--- src/asc_pkg.sv ---
/*
  Shared constants for the converter sequence control block: register
  offsets, reset values, sequencer timing and state codes.
  Assumes the die-to-die bus presents an offset inside a 0x02xx or 0x03xx page.
*/
// Summary of operation
// Config bit 7 enables the sequence-complete interrupt request.
// Config bit 6 turns continuous conversion on; clear means single pass.
// Config bit 5 enables offset compensation; software also selects channel 15.
// Config bit 4 holds converter logic at initial values until cleared.
// Config bits 2:0 pick bus-to-converter clock divide: 10,8,6,4,2,1,1,1.
// Software should hold soft reset while changing the bus clock rate.
// Status offset 0x81 bit 7 is sequence done; any status read clears it.
// Status bit 6 shows reference current limit; bits 5 and 4 read zero.
// Status bits 3:0 show channel converting now; reset value all ones.
// Channels are visited in order 15, then 0 upward through 14.
// Each channel-select bit adds that channel to the sequence.
// A high-byte or word channel-select write aborts any running sequence and starts anew.
// Writing zero to channel select stops and idles the converter.
// Any channel-select write clears every per-channel done flag.
// Only a high-byte or word write to channel select starts conversion.
// Done flags at 0x84/0x85 set on completion; bit 13 zero; reset zero.
// Byte reads of done flags return live status, nothing latched.
// Each channel has a 16-bit left-adjusted result register.
// Reading a channel result clears that channel's done flag.
// Result low-byte read latches high byte; high-byte read clears flag.
// Channels 0-8 external, 9-12 sense inputs, 13 absent, 14 bandgap, 15 cal.
// Offsets decode in page 0x0200 blocking and 0x0300 non-blocking.
// Result high byte holds bits 9:2, low byte top bits hold bits 1:0.
// Conversion: 9 sample ticks, 18 convert ticks, 4 ticks between channels.
// Last channel done sets done flag and request; continuous mode restarts.
// Writes to read-only registers do nothing; unused channel bits read zero.
package asc_pkg;

  // Address pages and register offsets (big-endian pairs: even byte is high)
  localparam logic [7:0] PAGE_BLOCKING    = 8'h02;
  localparam logic [7:0] PAGE_NONBLOCKING = 8'h03;
  localparam logic [7:0] OFF_CONFIG       = 8'h80;
  localparam logic [7:0] OFF_STATUS       = 8'h81;
  localparam logic [7:0] OFF_SELECT       = 8'h82;
  localparam logic [7:0] OFF_DONE         = 8'h84;
  localparam logic [7:0] OFF_RESULT_FIRST = 8'h86;
  localparam logic [7:0] OFF_RESULT_LAST  = 8'hA5;

  // Field positions
  localparam int CFG_IRQ_EN_BIT   = 7;
  localparam int CFG_CONT_BIT     = 6;
  localparam int CFG_OFFSET_BIT   = 5;
  localparam int CFG_SOFT_RST_BIT = 4;
  localparam int ABSENT_CHANNEL   = 13;

  // Reset values
  localparam logic [7:0]  CONFIG_RESET  = 8'h00;
  localparam logic [3:0]  COUNTER_RESET = 4'hF;
  localparam logic [15:0] SELECT_RESET  = 16'h0000;
  localparam logic [15:0] DONE_RESET    = 16'h0000;
  localparam logic [15:0] IMPL_MASK     = 16'hDFFF;
  localparam logic [3:0]  FIRST_CHANNEL = 4'hF;

  // Sequencer timing in converter-clock ticks
  localparam logic [4:0] SAMPLE_TICKS  = 5'd9;
  localparam logic [4:0] CONVERT_TICKS = 5'd18;
  localparam logic [4:0] GAP_TICKS     = 5'd4;

  typedef enum logic [4:0] {
    ASC_IDLE    = 5'b00001,
    ASC_SEEK    = 5'b00010,
    ASC_SAMPLE  = 5'b00100,
    ASC_CONVERT = 5'b01000,
    ASC_GAP     = 5'b10000
  } asc_state_t;

endpackage

--- src/asc_sequence_control.sv ---
/*
  Converter sequence control: configuration, status, channel select,
  per-channel done flags and result registers, prescaler and sequencer.
  Assumes a synchronous byte/word die-to-die register port and an analog
  converter that presents its 10-bit result when the convert phase ends.
*/
`timescale 1ns/1ns
module asc_sequence_control (
  // Clock and reset
  input  wire logic        i_core_clk,
  input  wire logic        i_rst_b,
  // Die-to-die register port
  input  wire logic [15:0] i_bus_addr,
  input  wire logic        i_bus_rd,
  input  wire logic        i_bus_wr,
  input  wire logic        i_bus_word,
  input  wire logic [15:0] i_bus_wdata,
  output logic      [15:0] o_bus_rdata,
  output logic             o_bus_ack,
  // Analog converter side
  input  wire logic [9:0]  i_conv_result,
  input  wire logic        i_ref_current_limit,
  output logic             o_converter_clock,
  output logic      [3:0]  o_conv_channel,
  output logic             o_conv_sample,
  output logic             o_conv_convert,
  output logic             o_offset_comp_en,
  output logic             o_converter_soft_reset,
  // Interrupt request
  output logic             o_seq_done_irq
);

  asc_pkg::asc_state_t state;
  logic [7:0]  converter_config;
  logic [15:0] channel_select;
  logic [15:0] channel_done_flags;
  logic [9:0]  result_mem [16];
  logic [3:0]  channel_counter;
  logic [4:0]  phase_cnt;
  logic [3:0]  div_cnt;
  logic        seq_done_flag;
  logic        ref_current_limit_flag;
  logic [7:0]  hi_latch;
  logic        latch_valid;
  logic [3:0]  latch_ch;

  // Next channel after cur in visiting order 15,0,1..14; bit 4 set when found
  function automatic logic [4:0] next_selected(input logic [15:0] sel,
                                               input logic [3:0]  cur);
    logic [4:0] res;
    logic [3:0] cand;
    res = 5'd0;
    for (int i = 15; i >= 1; i--) begin
      cand = cur + 4'(i);
      if (sel[cand] && ((cand + 4'd1) > (cur + 4'd1))) begin
        res = {1'b1, cand};
      end
    end
    return res;
  endfunction

  // Address decode
  wire        page_ok  = (i_bus_addr[15:8] == asc_pkg::PAGE_BLOCKING) ||
                         (i_bus_addr[15:8] == asc_pkg::PAGE_NONBLOCKING);
  wire [7:0]  off      = i_bus_addr[7:0];
  wire [7:0]  off_even = {off[7:1], 1'b0};
  wire        hit      = page_ok && (off >= asc_pkg::OFF_CONFIG) &&
                         (off <= asc_pkg::OFF_RESULT_LAST);
  wire        wr_hi    = i_bus_wr && hit && (i_bus_word || !off[0]);
  wire        wr_lo    = i_bus_wr && hit && (i_bus_word || off[0]);
  wire        rd_hi    = i_bus_rd && hit && (i_bus_word || !off[0]);
  wire        rd_lo    = i_bus_rd && hit && (i_bus_word || off[0]);
  wire [7:0]  wd_hi    = i_bus_word ? i_bus_wdata[15:8] : i_bus_wdata[7:0];
  wire [7:0]  wd_lo    = i_bus_wdata[7:0];
  wire        at_cfg   = (off_even == asc_pkg::OFF_CONFIG);
  wire        at_sel   = (off_even == asc_pkg::OFF_SELECT);
  wire        at_done  = (off_even == asc_pkg::OFF_DONE);
  wire        at_res   = (off_even >= asc_pkg::OFF_RESULT_FIRST);
  wire [7:0]  res_rel  = off_even - asc_pkg::OFF_RESULT_FIRST;
  wire [3:0]  res_ch   = res_rel[4:1];

  // Config, status read and channel-select write strobes
  wire        soft_rst   = converter_config[asc_pkg::CFG_SOFT_RST_BIT];
  wire        cfg_wr     = wr_hi && at_cfg;
  wire        status_rd  = rd_lo && at_cfg;
  wire        sel_wr_hi  = wr_hi && at_sel && !soft_rst;
  wire        sel_wr_lo  = wr_lo && at_sel && !soft_rst;
  wire        sel_wr     = sel_wr_hi || sel_wr_lo;
  wire [15:0] next_sel   = {sel_wr_hi ? wd_hi : channel_select[15:8],
                            sel_wr_lo ? wd_lo : channel_select[7:0]}
                           & asc_pkg::IMPL_MASK;
  wire        res_rd_hi  = rd_hi && at_res;
  wire        res_rd_lo  = rd_lo && at_res && !i_bus_word;
  wire        res_use_latch = !i_bus_word && latch_valid && (latch_ch == res_ch);

  // Prescaler: one-cycle converter tick every divide bus cycles
  logic [3:0] divide;
  always_comb begin
    case (converter_config[2:0])
      3'b000:  divide = 4'd10;
      3'b001:  divide = 4'd8;
      3'b010:  divide = 4'd6;
      3'b011:  divide = 4'd4;
      3'b100:  divide = 4'd2;
      default: divide = 4'd1;
    endcase
  end
  wire        tick = (div_cnt >= divide - 4'd1);

  // Sequencer events
  wire        in_seek    = (state == asc_pkg::ASC_SEEK);
  wire        in_sample  = (state == asc_pkg::ASC_SAMPLE);
  wire        in_convert = (state == asc_pkg::ASC_CONVERT);
  wire        in_gap     = (state == asc_pkg::ASC_GAP);
  wire        sample_end = in_sample && tick && (phase_cnt == asc_pkg::SAMPLE_TICKS - 5'd1);
  wire        conv_end   = in_convert && tick &&
                           (phase_cnt == asc_pkg::CONVERT_TICKS - 5'd1);
  wire        gap_end    = in_gap && tick && (phase_cnt == asc_pkg::GAP_TICKS - 5'd1);
  wire [4:0]  upcoming   = next_selected(channel_select, channel_counter);
  wire        seq_end    = conv_end && !upcoming[4];
  wire        restart    = seq_end && converter_config[asc_pkg::CFG_CONT_BIT];
  wire        counting   = in_sample || in_convert || in_gap;

  asc_pkg::asc_state_t next_state;
  logic [3:0]          next_counter;
  always_comb begin
    next_state   = state;
    next_counter = channel_counter;
    if (sel_wr_hi) begin
      next_state   = (next_sel == 16'h0000) ? asc_pkg::ASC_IDLE : asc_pkg::ASC_SEEK;
      next_counter = asc_pkg::FIRST_CHANNEL;
    end else if (sel_wr_lo && next_sel == 16'h0000) begin
      next_state = asc_pkg::ASC_IDLE;
    end else if (tick) begin
      case (state)
        asc_pkg::ASC_SEEK: begin
          if (channel_select[channel_counter]) begin
            next_state = asc_pkg::ASC_SAMPLE;
          end else begin
            next_counter = channel_counter + 4'd1;
          end
        end
        asc_pkg::ASC_SAMPLE: begin
          if (sample_end) begin
            next_state = asc_pkg::ASC_CONVERT;
          end
        end
        asc_pkg::ASC_CONVERT: begin
          if (conv_end && upcoming[4]) begin
            next_state   = asc_pkg::ASC_GAP;
            next_counter = upcoming[3:0];
          end else if (restart) begin
            next_state   = asc_pkg::ASC_SEEK;
            next_counter = asc_pkg::FIRST_CHANNEL;
          end else if (seq_end) begin
            next_state = asc_pkg::ASC_IDLE;
          end
        end
        asc_pkg::ASC_GAP: begin
          if (gap_end) begin
            next_state = asc_pkg::ASC_SAMPLE;
          end
        end
        default: next_state = state;
      endcase
    end
  end

  // Done flags: completion set wins over a select-write or result-read clear in the same cycle
  wire [15:0] set_mask = conv_end ? ((16'h0001 << channel_counter) & asc_pkg::IMPL_MASK)
                                  : 16'h0000;
  wire [15:0] clr_mask = sel_wr ? 16'hFFFF :
                         (res_rd_hi ? (16'h0001 << res_ch) : 16'h0000);
  wire [15:0] next_flags = (channel_done_flags & ~clr_mask) | set_mask;

  // Read data
  wire [9:0]  res_word = result_mem[res_ch];
  logic [7:0] rd_hi_byte;
  logic [7:0] rd_lo_byte;
  always_comb begin
    if (at_cfg) begin
      rd_hi_byte = {converter_config[7:4], 1'b0, converter_config[2:0]};
      rd_lo_byte = {seq_done_flag, ref_current_limit_flag, 2'b00, channel_counter};
    end else if (at_sel) begin
      rd_hi_byte = channel_select[15:8];
      rd_lo_byte = channel_select[7:0];
    end else if (at_done) begin
      rd_hi_byte = channel_done_flags[15:8];
      rd_lo_byte = channel_done_flags[7:0];
    end else if (at_res) begin
      rd_hi_byte = res_use_latch ? hi_latch : res_word[9:2];
      rd_lo_byte = {res_word[1:0], 6'b00_0000};
    end else begin
      rd_hi_byte = 8'h00;
      rd_lo_byte = 8'h00;
    end
  end
  wire [15:0] next_rdata = i_bus_word ? {rd_hi_byte, rd_lo_byte} :
                           {8'h00, off[0] ? rd_lo_byte : rd_hi_byte};

  // Register port answer
  always_ff @(posedge i_core_clk or negedge i_rst_b) begin
    if (!i_rst_b) begin
      o_bus_rdata <= 16'h0000;
      o_bus_ack   <= 1'b0;
    end else begin
      o_bus_ack <= (i_bus_rd || i_bus_wr) && hit;
      if (i_bus_rd && hit) begin
        o_bus_rdata <= next_rdata;
      end
    end
  end

  // Configuration survives the soft reset it controls
  always_ff @(posedge i_core_clk or negedge i_rst_b) begin
    if (!i_rst_b) begin
      converter_config <= asc_pkg::CONFIG_RESET;
    end else if (cfg_wr) begin
      converter_config <= wd_hi;
    end
  end

  // Converter logic, held at initial values by the soft reset
  always_ff @(posedge i_core_clk or negedge i_rst_b) begin
    if (!i_rst_b) begin
      state                  <= asc_pkg::ASC_IDLE;
      channel_counter        <= asc_pkg::COUNTER_RESET;
      channel_select         <= asc_pkg::SELECT_RESET;
      channel_done_flags     <= asc_pkg::DONE_RESET;
      seq_done_flag          <= 1'b0;
      ref_current_limit_flag <= 1'b0;
      phase_cnt              <= 5'd0;
      div_cnt                <= 4'd0;
    end else if (soft_rst) begin
      state                  <= asc_pkg::ASC_IDLE;
      channel_counter        <= asc_pkg::COUNTER_RESET;
      channel_select         <= asc_pkg::SELECT_RESET;
      channel_done_flags     <= asc_pkg::DONE_RESET;
      seq_done_flag          <= 1'b0;
      ref_current_limit_flag <= 1'b0;
      phase_cnt              <= 5'd0;
      div_cnt                <= 4'd0;
    end else begin
      state                  <= next_state;
      channel_counter        <= next_counter;
      channel_done_flags     <= next_flags;
      ref_current_limit_flag <= i_ref_current_limit;
      div_cnt                <= tick ? 4'd0 : div_cnt + 4'd1;
      if (sel_wr) begin
        channel_select <= next_sel;
      end
      if (seq_end) begin
        seq_done_flag <= 1'b1;
      end else if (status_rd) begin
        seq_done_flag <= 1'b0;
      end
      if (sel_wr_hi || next_state != state || !counting) begin
        phase_cnt <= 5'd0;
      end else if (tick) begin
        phase_cnt <= phase_cnt + 5'd1;
      end
    end
  end

  // Result storage, one word per channel
  always_ff @(posedge i_core_clk or negedge i_rst_b) begin
    if (!i_rst_b) begin
      for (int c = 0; c < 16; c++) begin
        result_mem[c] <= 10'd0;
      end
    end else if (soft_rst) begin
      for (int c = 0; c < 16; c++) begin
        result_mem[c] <= 10'd0;
      end
    end else if (conv_end && channel_counter != 4'(asc_pkg::ABSENT_CHANNEL)) begin
      result_mem[channel_counter] <= i_conv_result;
    end
  end

  // Byte-read latch keeps a result's high half coherent with its low half
  always_ff @(posedge i_core_clk or negedge i_rst_b) begin
    if (!i_rst_b) begin
      hi_latch    <= 8'h00;
      latch_valid <= 1'b0;
      latch_ch    <= 4'h0;
    end else if (soft_rst) begin
      latch_valid <= 1'b0;
    end else if (res_rd_lo) begin
      hi_latch    <= res_word[9:2];
      latch_valid <= 1'b1;
      latch_ch    <= res_ch;
    end else if (res_rd_hi) begin
      latch_valid <= 1'b0;
    end
  end

  // Converter-facing outputs
  assign o_converter_clock      = tick && !soft_rst;
  assign o_conv_channel         = channel_counter;
  assign o_conv_sample          = in_sample;
  assign o_conv_convert         = in_convert;
  assign o_offset_comp_en       = converter_config[asc_pkg::CFG_OFFSET_BIT];
  assign o_converter_soft_reset = soft_rst;
  assign o_seq_done_irq         = seq_done_flag &&
                                  converter_config[asc_pkg::CFG_IRQ_EN_BIT];
endmodule // asc_sequence_control

--- config.mk ---
export PLATFORM = sky130hd
export DESIGN_NAME = asc_sequence_control
export DESIGN_NICKNAME = d
export VERILOG_FILES = /design/src/asc_pkg.sv /design/src/asc_sequence_control.sv
export SDC_FILE = /design/constraint.sdc
export NUM_CORES = 1
export LEC_CHECK = 0
export CORE_ASPECT_RATIO = 2
export CORE_MARGIN = 5
export CORE_UTILIZATION = 35
export CTS_BUF_LIST = sky130_fd_sc_hd__clkbuf_8
export DETAILED_ROUTE_END_ITERATION = 8
export DONT_BUFFER_PORTS = 1
export PLACE_DENSITY_LB_ADDON = 0.05
export SYNTH_ARGS = -nofsm -noshare
export SYNTH_HDL_FRONTEND = slang
export SYNTH_SLANG_ARGS = --single-unit
--- constraint.sdc ---
create_clock -name i_core_clk -period 4.5 [get_ports i_core_clk]
set_input_delay 0.45 -clock i_core_clk [delete_from_list [all_inputs] [get_ports i_core_clk]]
set_output_delay 0.45 -clock i_core_clk [all_outputs]
set_load 0.01 [all_outputs]
==> flow_results.org <==
** Logic synthesis
- Gate Count Post-Synth :: approximately 1.7k
- Number of unique standard cell types used by synthesis :: between 90 and 100
- Counting flops and latches in the post-synthesis netlist gives 248.
- Sequential elements use about two fifths of the synthesized area.
- Summed instance area of the synthesized netlist :: 15600 um^2
- Number of enable flip-flop cells after synthesis :: 0
- In the synthesized netlist the dominant register cell turns out to be sky130_fd_sc_hd__dfrtp_1.
- For this run, asynchronously set or reset flops after synthesis account for 100%.
- A synthesized cell averages ~9.3 um^2.
- Synth warn :: 0
- Synth Net Count :: around 1.8k

** STA
- Max_slew headroom :: about a third
- For the pin with the worst max-slew slack, the measured transition is 989 ps.
- Static timing analysis puts the maximum clock frequency at roughly 0.24 GHz.
- For the final routed database, the setup TNS stands at 0 ps.
- The total count of max-transition violations in the final report is 0.
- Number of hold violations in the final report :: approximately 250
- RSZ-0062 raised after global routing :: no
- On the final layout, the worst clock skew is between 60 and 70 ps.
- Post-layout worst setup margin :: ~260 ps
- Number of setup violations in the final report :: 0
- The final critical path takes up 94.2% of the cycle.
- Crit path time final :: 4240 ps
- Post-Route Hold Slack :: -373 ps

** Placed design
- The wire-length estimate of the detail-placed layout is roughly 40000 um.
- During placement, the flow inserted port buffers numbering 0.
- Pre-CTS setup slack :: ~100 ps
- Weighted congestion reported at the end of routability-driven placement :: 0.889

** GRT
- Pin count of the biggest net entering global routing :: 249
- Global-route congestion overflow total :: 0
- Initial antenna violation count :: 1
- Via count of the first global-routing pass :: about 14k
- The first global-routing pass estimated around 87000 um of wire.
- GRT Util Overall :: 22.8%

** Clock network
- TritonCTS clock tree :: built
- No sink is reached through more buffers than the 3 on the longest clock path.
- The clock tree synthesis step divided the H-tree into 2 levels.
- Clock tree synthesis found a total of between 200 and 250 sinks.
- The number of clock buffers added by TritonCTS is 42.
- Clock Root Buffer :: sky130_fd_sc_hd__clkbuf_8
- Cts-stage hold buffer count :: 22
- Clock latency on the worst-skew pair, taken at its later pin, is around 600 ps.
- Post-CTS clock slew at the launch and capture registers of the worst setup and hold paths :: roughly 60 ps

** Cells and area
- From synthesis to final layout, the design area changed by 11.3%.
- The top cell types in the final layout, fill and taps aside, are sky130_fd_sc_hd__nand2_1, sky130_fd_sc_hd__dfrtp_1, sky130_fd_sc_hd__a21oi_1.
- Most frequent standard cell in the layout excluding fill and tap cells :: sky130_fd_sc_hd__nand2_1
- Fraction of layout cells with a size suffix above 1 :: 14.8%
- Fill cells in the final layout number 4536.
- At the end of the flow, the number of nets in the layout was roughly 1.8k.

** Setup path
- Critical Path End Type :: register
- The setup check on the worst reg-to-reg path leaves a slack of roughly 260 ps.
- STA classifies the critical path startpoint as a register.
- Of all nets on the critical path, the largest fanout is 42.
- Data on the critical path is required at its endpoint by 4940 ps.
- The worst setup path is of the reg -> reg kind.
- Arrival time reported for the critical path endpoint :: between 4000 and 5000 ps

** Floorplan
- The floorplan has ~110 rows.
- For this configuration, the core starts out at a cell density of between 30% and 40%.
- The floorplan step defined a die boundary enclosing between 40000 and 50000 um^2.
- Top-level I/O count :: 75
- Die Ht :: 309 um
- Core footprint :: between 40000 and 50000 um^2
- Horizontal die dimension :: about 160 um

** Power and ir drop
- In this run the static leakage power is between 7 and 8 nW.
- VDD sags by at most about 0.23 mV.
- Power per cell area :: between 200 and 300 nW/um^2

** Detailed routing
- Before antenna repair, the detailed router went through 7 iterations.
- In the final routed layout, each cell accounts on average for roughly 25 um.
- Final routed DRC violation total :: 0
- For this block, the initial DRC count from the detailed router was 941.
- In this run the remaining antenna-violating nets after routing total 0.
- The routed design has about 57000 um of wire.
- Using the TritonRoute via totals, the vias-per-cell ratio works out to between 5 and 6.
- Number of vias in the routed layout :: 13.2k

** Job
- The tool flagged a number of max-cap violations equal to 0.

** Run status
- Outcome :: complete, but fails checks
- The checks that failed: hold timing.

** Worst hold path
- In this run the worst hold path is classified as in -> async.
## report_power, final
group / internal [W] / switching [W]
Clock: 0.00111 / 0.00100
Sequential: 0.00226 / 0.0000230
Combinational: 0.000164 / 0.000217
Total: 0.00353 / 0.00124
## synthesized netlist by cell type, drive strengths merged, types with 9 or more instances
cell type | n | area [um^2]
xnor2 | 20 | 190
mux2 | 26 | 297
and3 | 9 | 56.3
a22oi | 10 | 75.1
and2 | 16 | 100
nor4b | 9 | 115
xor2 | 11 | 104
nor3b | 10 | 90.1
nand3 | 177 | 891
mux4 | 69 | 1550
nand2b | 12 | 82.6
o211ai | 11 | 82.6
nor2b | 23 | 144
inv | 25 | 93.8
ha | 48 | 601
a31oi | 14 | 103
nor4 | 10 | 68.8
nor3 | 22 | 110
dfrtp | 243 | 6080
nor2 | 65 | 246
a21oi | 185 | 926
nand2 | 288 | 1080
mux2i | 32 | 320
buf | 22 | 129
a221oi | 9 | 78.8
o21ai | 77 | 389
clkbuf | 105 | 394
## routing by layer
layer | GRT usage (%) | share of wire (%) | vias to the layer above | routed length, um
met5 | 0 | 0 | - | 0
met4 | 10.1 | 4.9 | 0 | 2800
met1 | 24.7 | 35 | 6596 | 20100
met2 | 44.1 | 56 | 350 | 32300
li1 | - | - | 6139 | -
met3 | 2.65 | 3.5 | 112 | 2020
## kinds of logic (layout without fill, tap and decap cells)
group / after synthesis / count (layout) / synth area share (%)
AND/OR/NAND/NOR: 676 / 676 / 20.8
multiplexers: 127 / 127 / 13.9
XOR/XNOR: 32 / 32 / 2.02
other: 0 / 1 / 0
flip-flops: 248 / 248 / 39.7
adder cells (fa/ha/maj): 48 / 48 / 3.84
AO/OA/AOI/OAI: 397 / 397 / 15.8
buffers and inverters: 152 / 179 / 3.94
## final cells by class
type	count	area [um^2]	area share, %
Clock buffer	49	674	3.87
Multi-Input combinational cell	1280	8850	50.9
Clock inverter	25	168	0.963
Antenna cell	1	2.50	0.0144
Timing Repair Buffer	80	706	4.05
Inverter	25	93.8	0.539
Tap cell	555	694	3.99
Sequential cell	248	6220	35.7
## final timing paths
path / start / end / cells after the start
worst min register to register: latch_ch[0] / latch_ch[0] / 2
worst max register to register: o_conv_channel[0] / phase_cnt[1] / 15
worst min-delay path: i_rst_b / phase_cnt[3] / 0
max in group asynchronous: i_rst_b / result_mem[24] / 0
min in group i_core_clk: i_conv_result[3] / result_mem[13] / 2
worst max-delay path: o_conv_channel[0] / phase_cnt[1] / 15
## sequential cells by signal, summed over array words and instances (netlist names)
name / count
o_bus_rdata: 16
channel_done_flags: 16
o_bus_ack: 1
phase_cnt: 5
ref_current_limit_flag: 1
channel_select: 15
converter_config: 7
seq_done_flag: 1
result_mem: 160
state: 5
latch_ch: 4
hi_latch: 8
latch_valid: 1
div_cnt: 4
o_conv_channel: 4
## stage by stage
step                      instances  util (%)  area, um^2  power [W]
final                          2263      39.4       17400    0.00477
after global routing           2263      39.4       17400    0.00497
after CTS                      2258      39.3       17400    0.00485
after detailed placement       2162      36.9       16300    0.00267
after global placement         2162      36.9       16300    0.00266
after floorplan                1680         -       15600    0.00258
## critical path: stages, from the launching register on
cell and delay [ps]:
sky130_fd_sc_hd__dfstp_2 550, sky130_fd_sc_hd__buf_12 260, sky130_fd_sc_hd__ha_2 260, sky130_fd_sc_hd__ha_1 240
sky130_fd_sc_hd__inv_1 170, sky130_fd_sc_hd__a22oi_1 110, sky130_fd_sc_hd__xnor2_1 150, sky130_fd_sc_hd__ha_1 310
sky130_fd_sc_hd__a21oi_1 190, sky130_fd_sc_hd__nor2_1 60, sky130_fd_sc_hd__a311oi_1 440, sky130_fd_sc_hd__nor4b_4 370
sky130_fd_sc_hd__a31oi_4 170, sky130_fd_sc_hd__o22ai_2 200, sky130_fd_sc_hd__mux2_4 370, sky130_fd_sc_hd__nor4b_4 270
## repair_timing
action	CTS	global route
setup buffers	0	4
endpoints found under the setup margin	0	2
hold endpoints to repair	395	248
resized for setup	0	1
No activity file was read; power rests on OpenSTA's default activity.
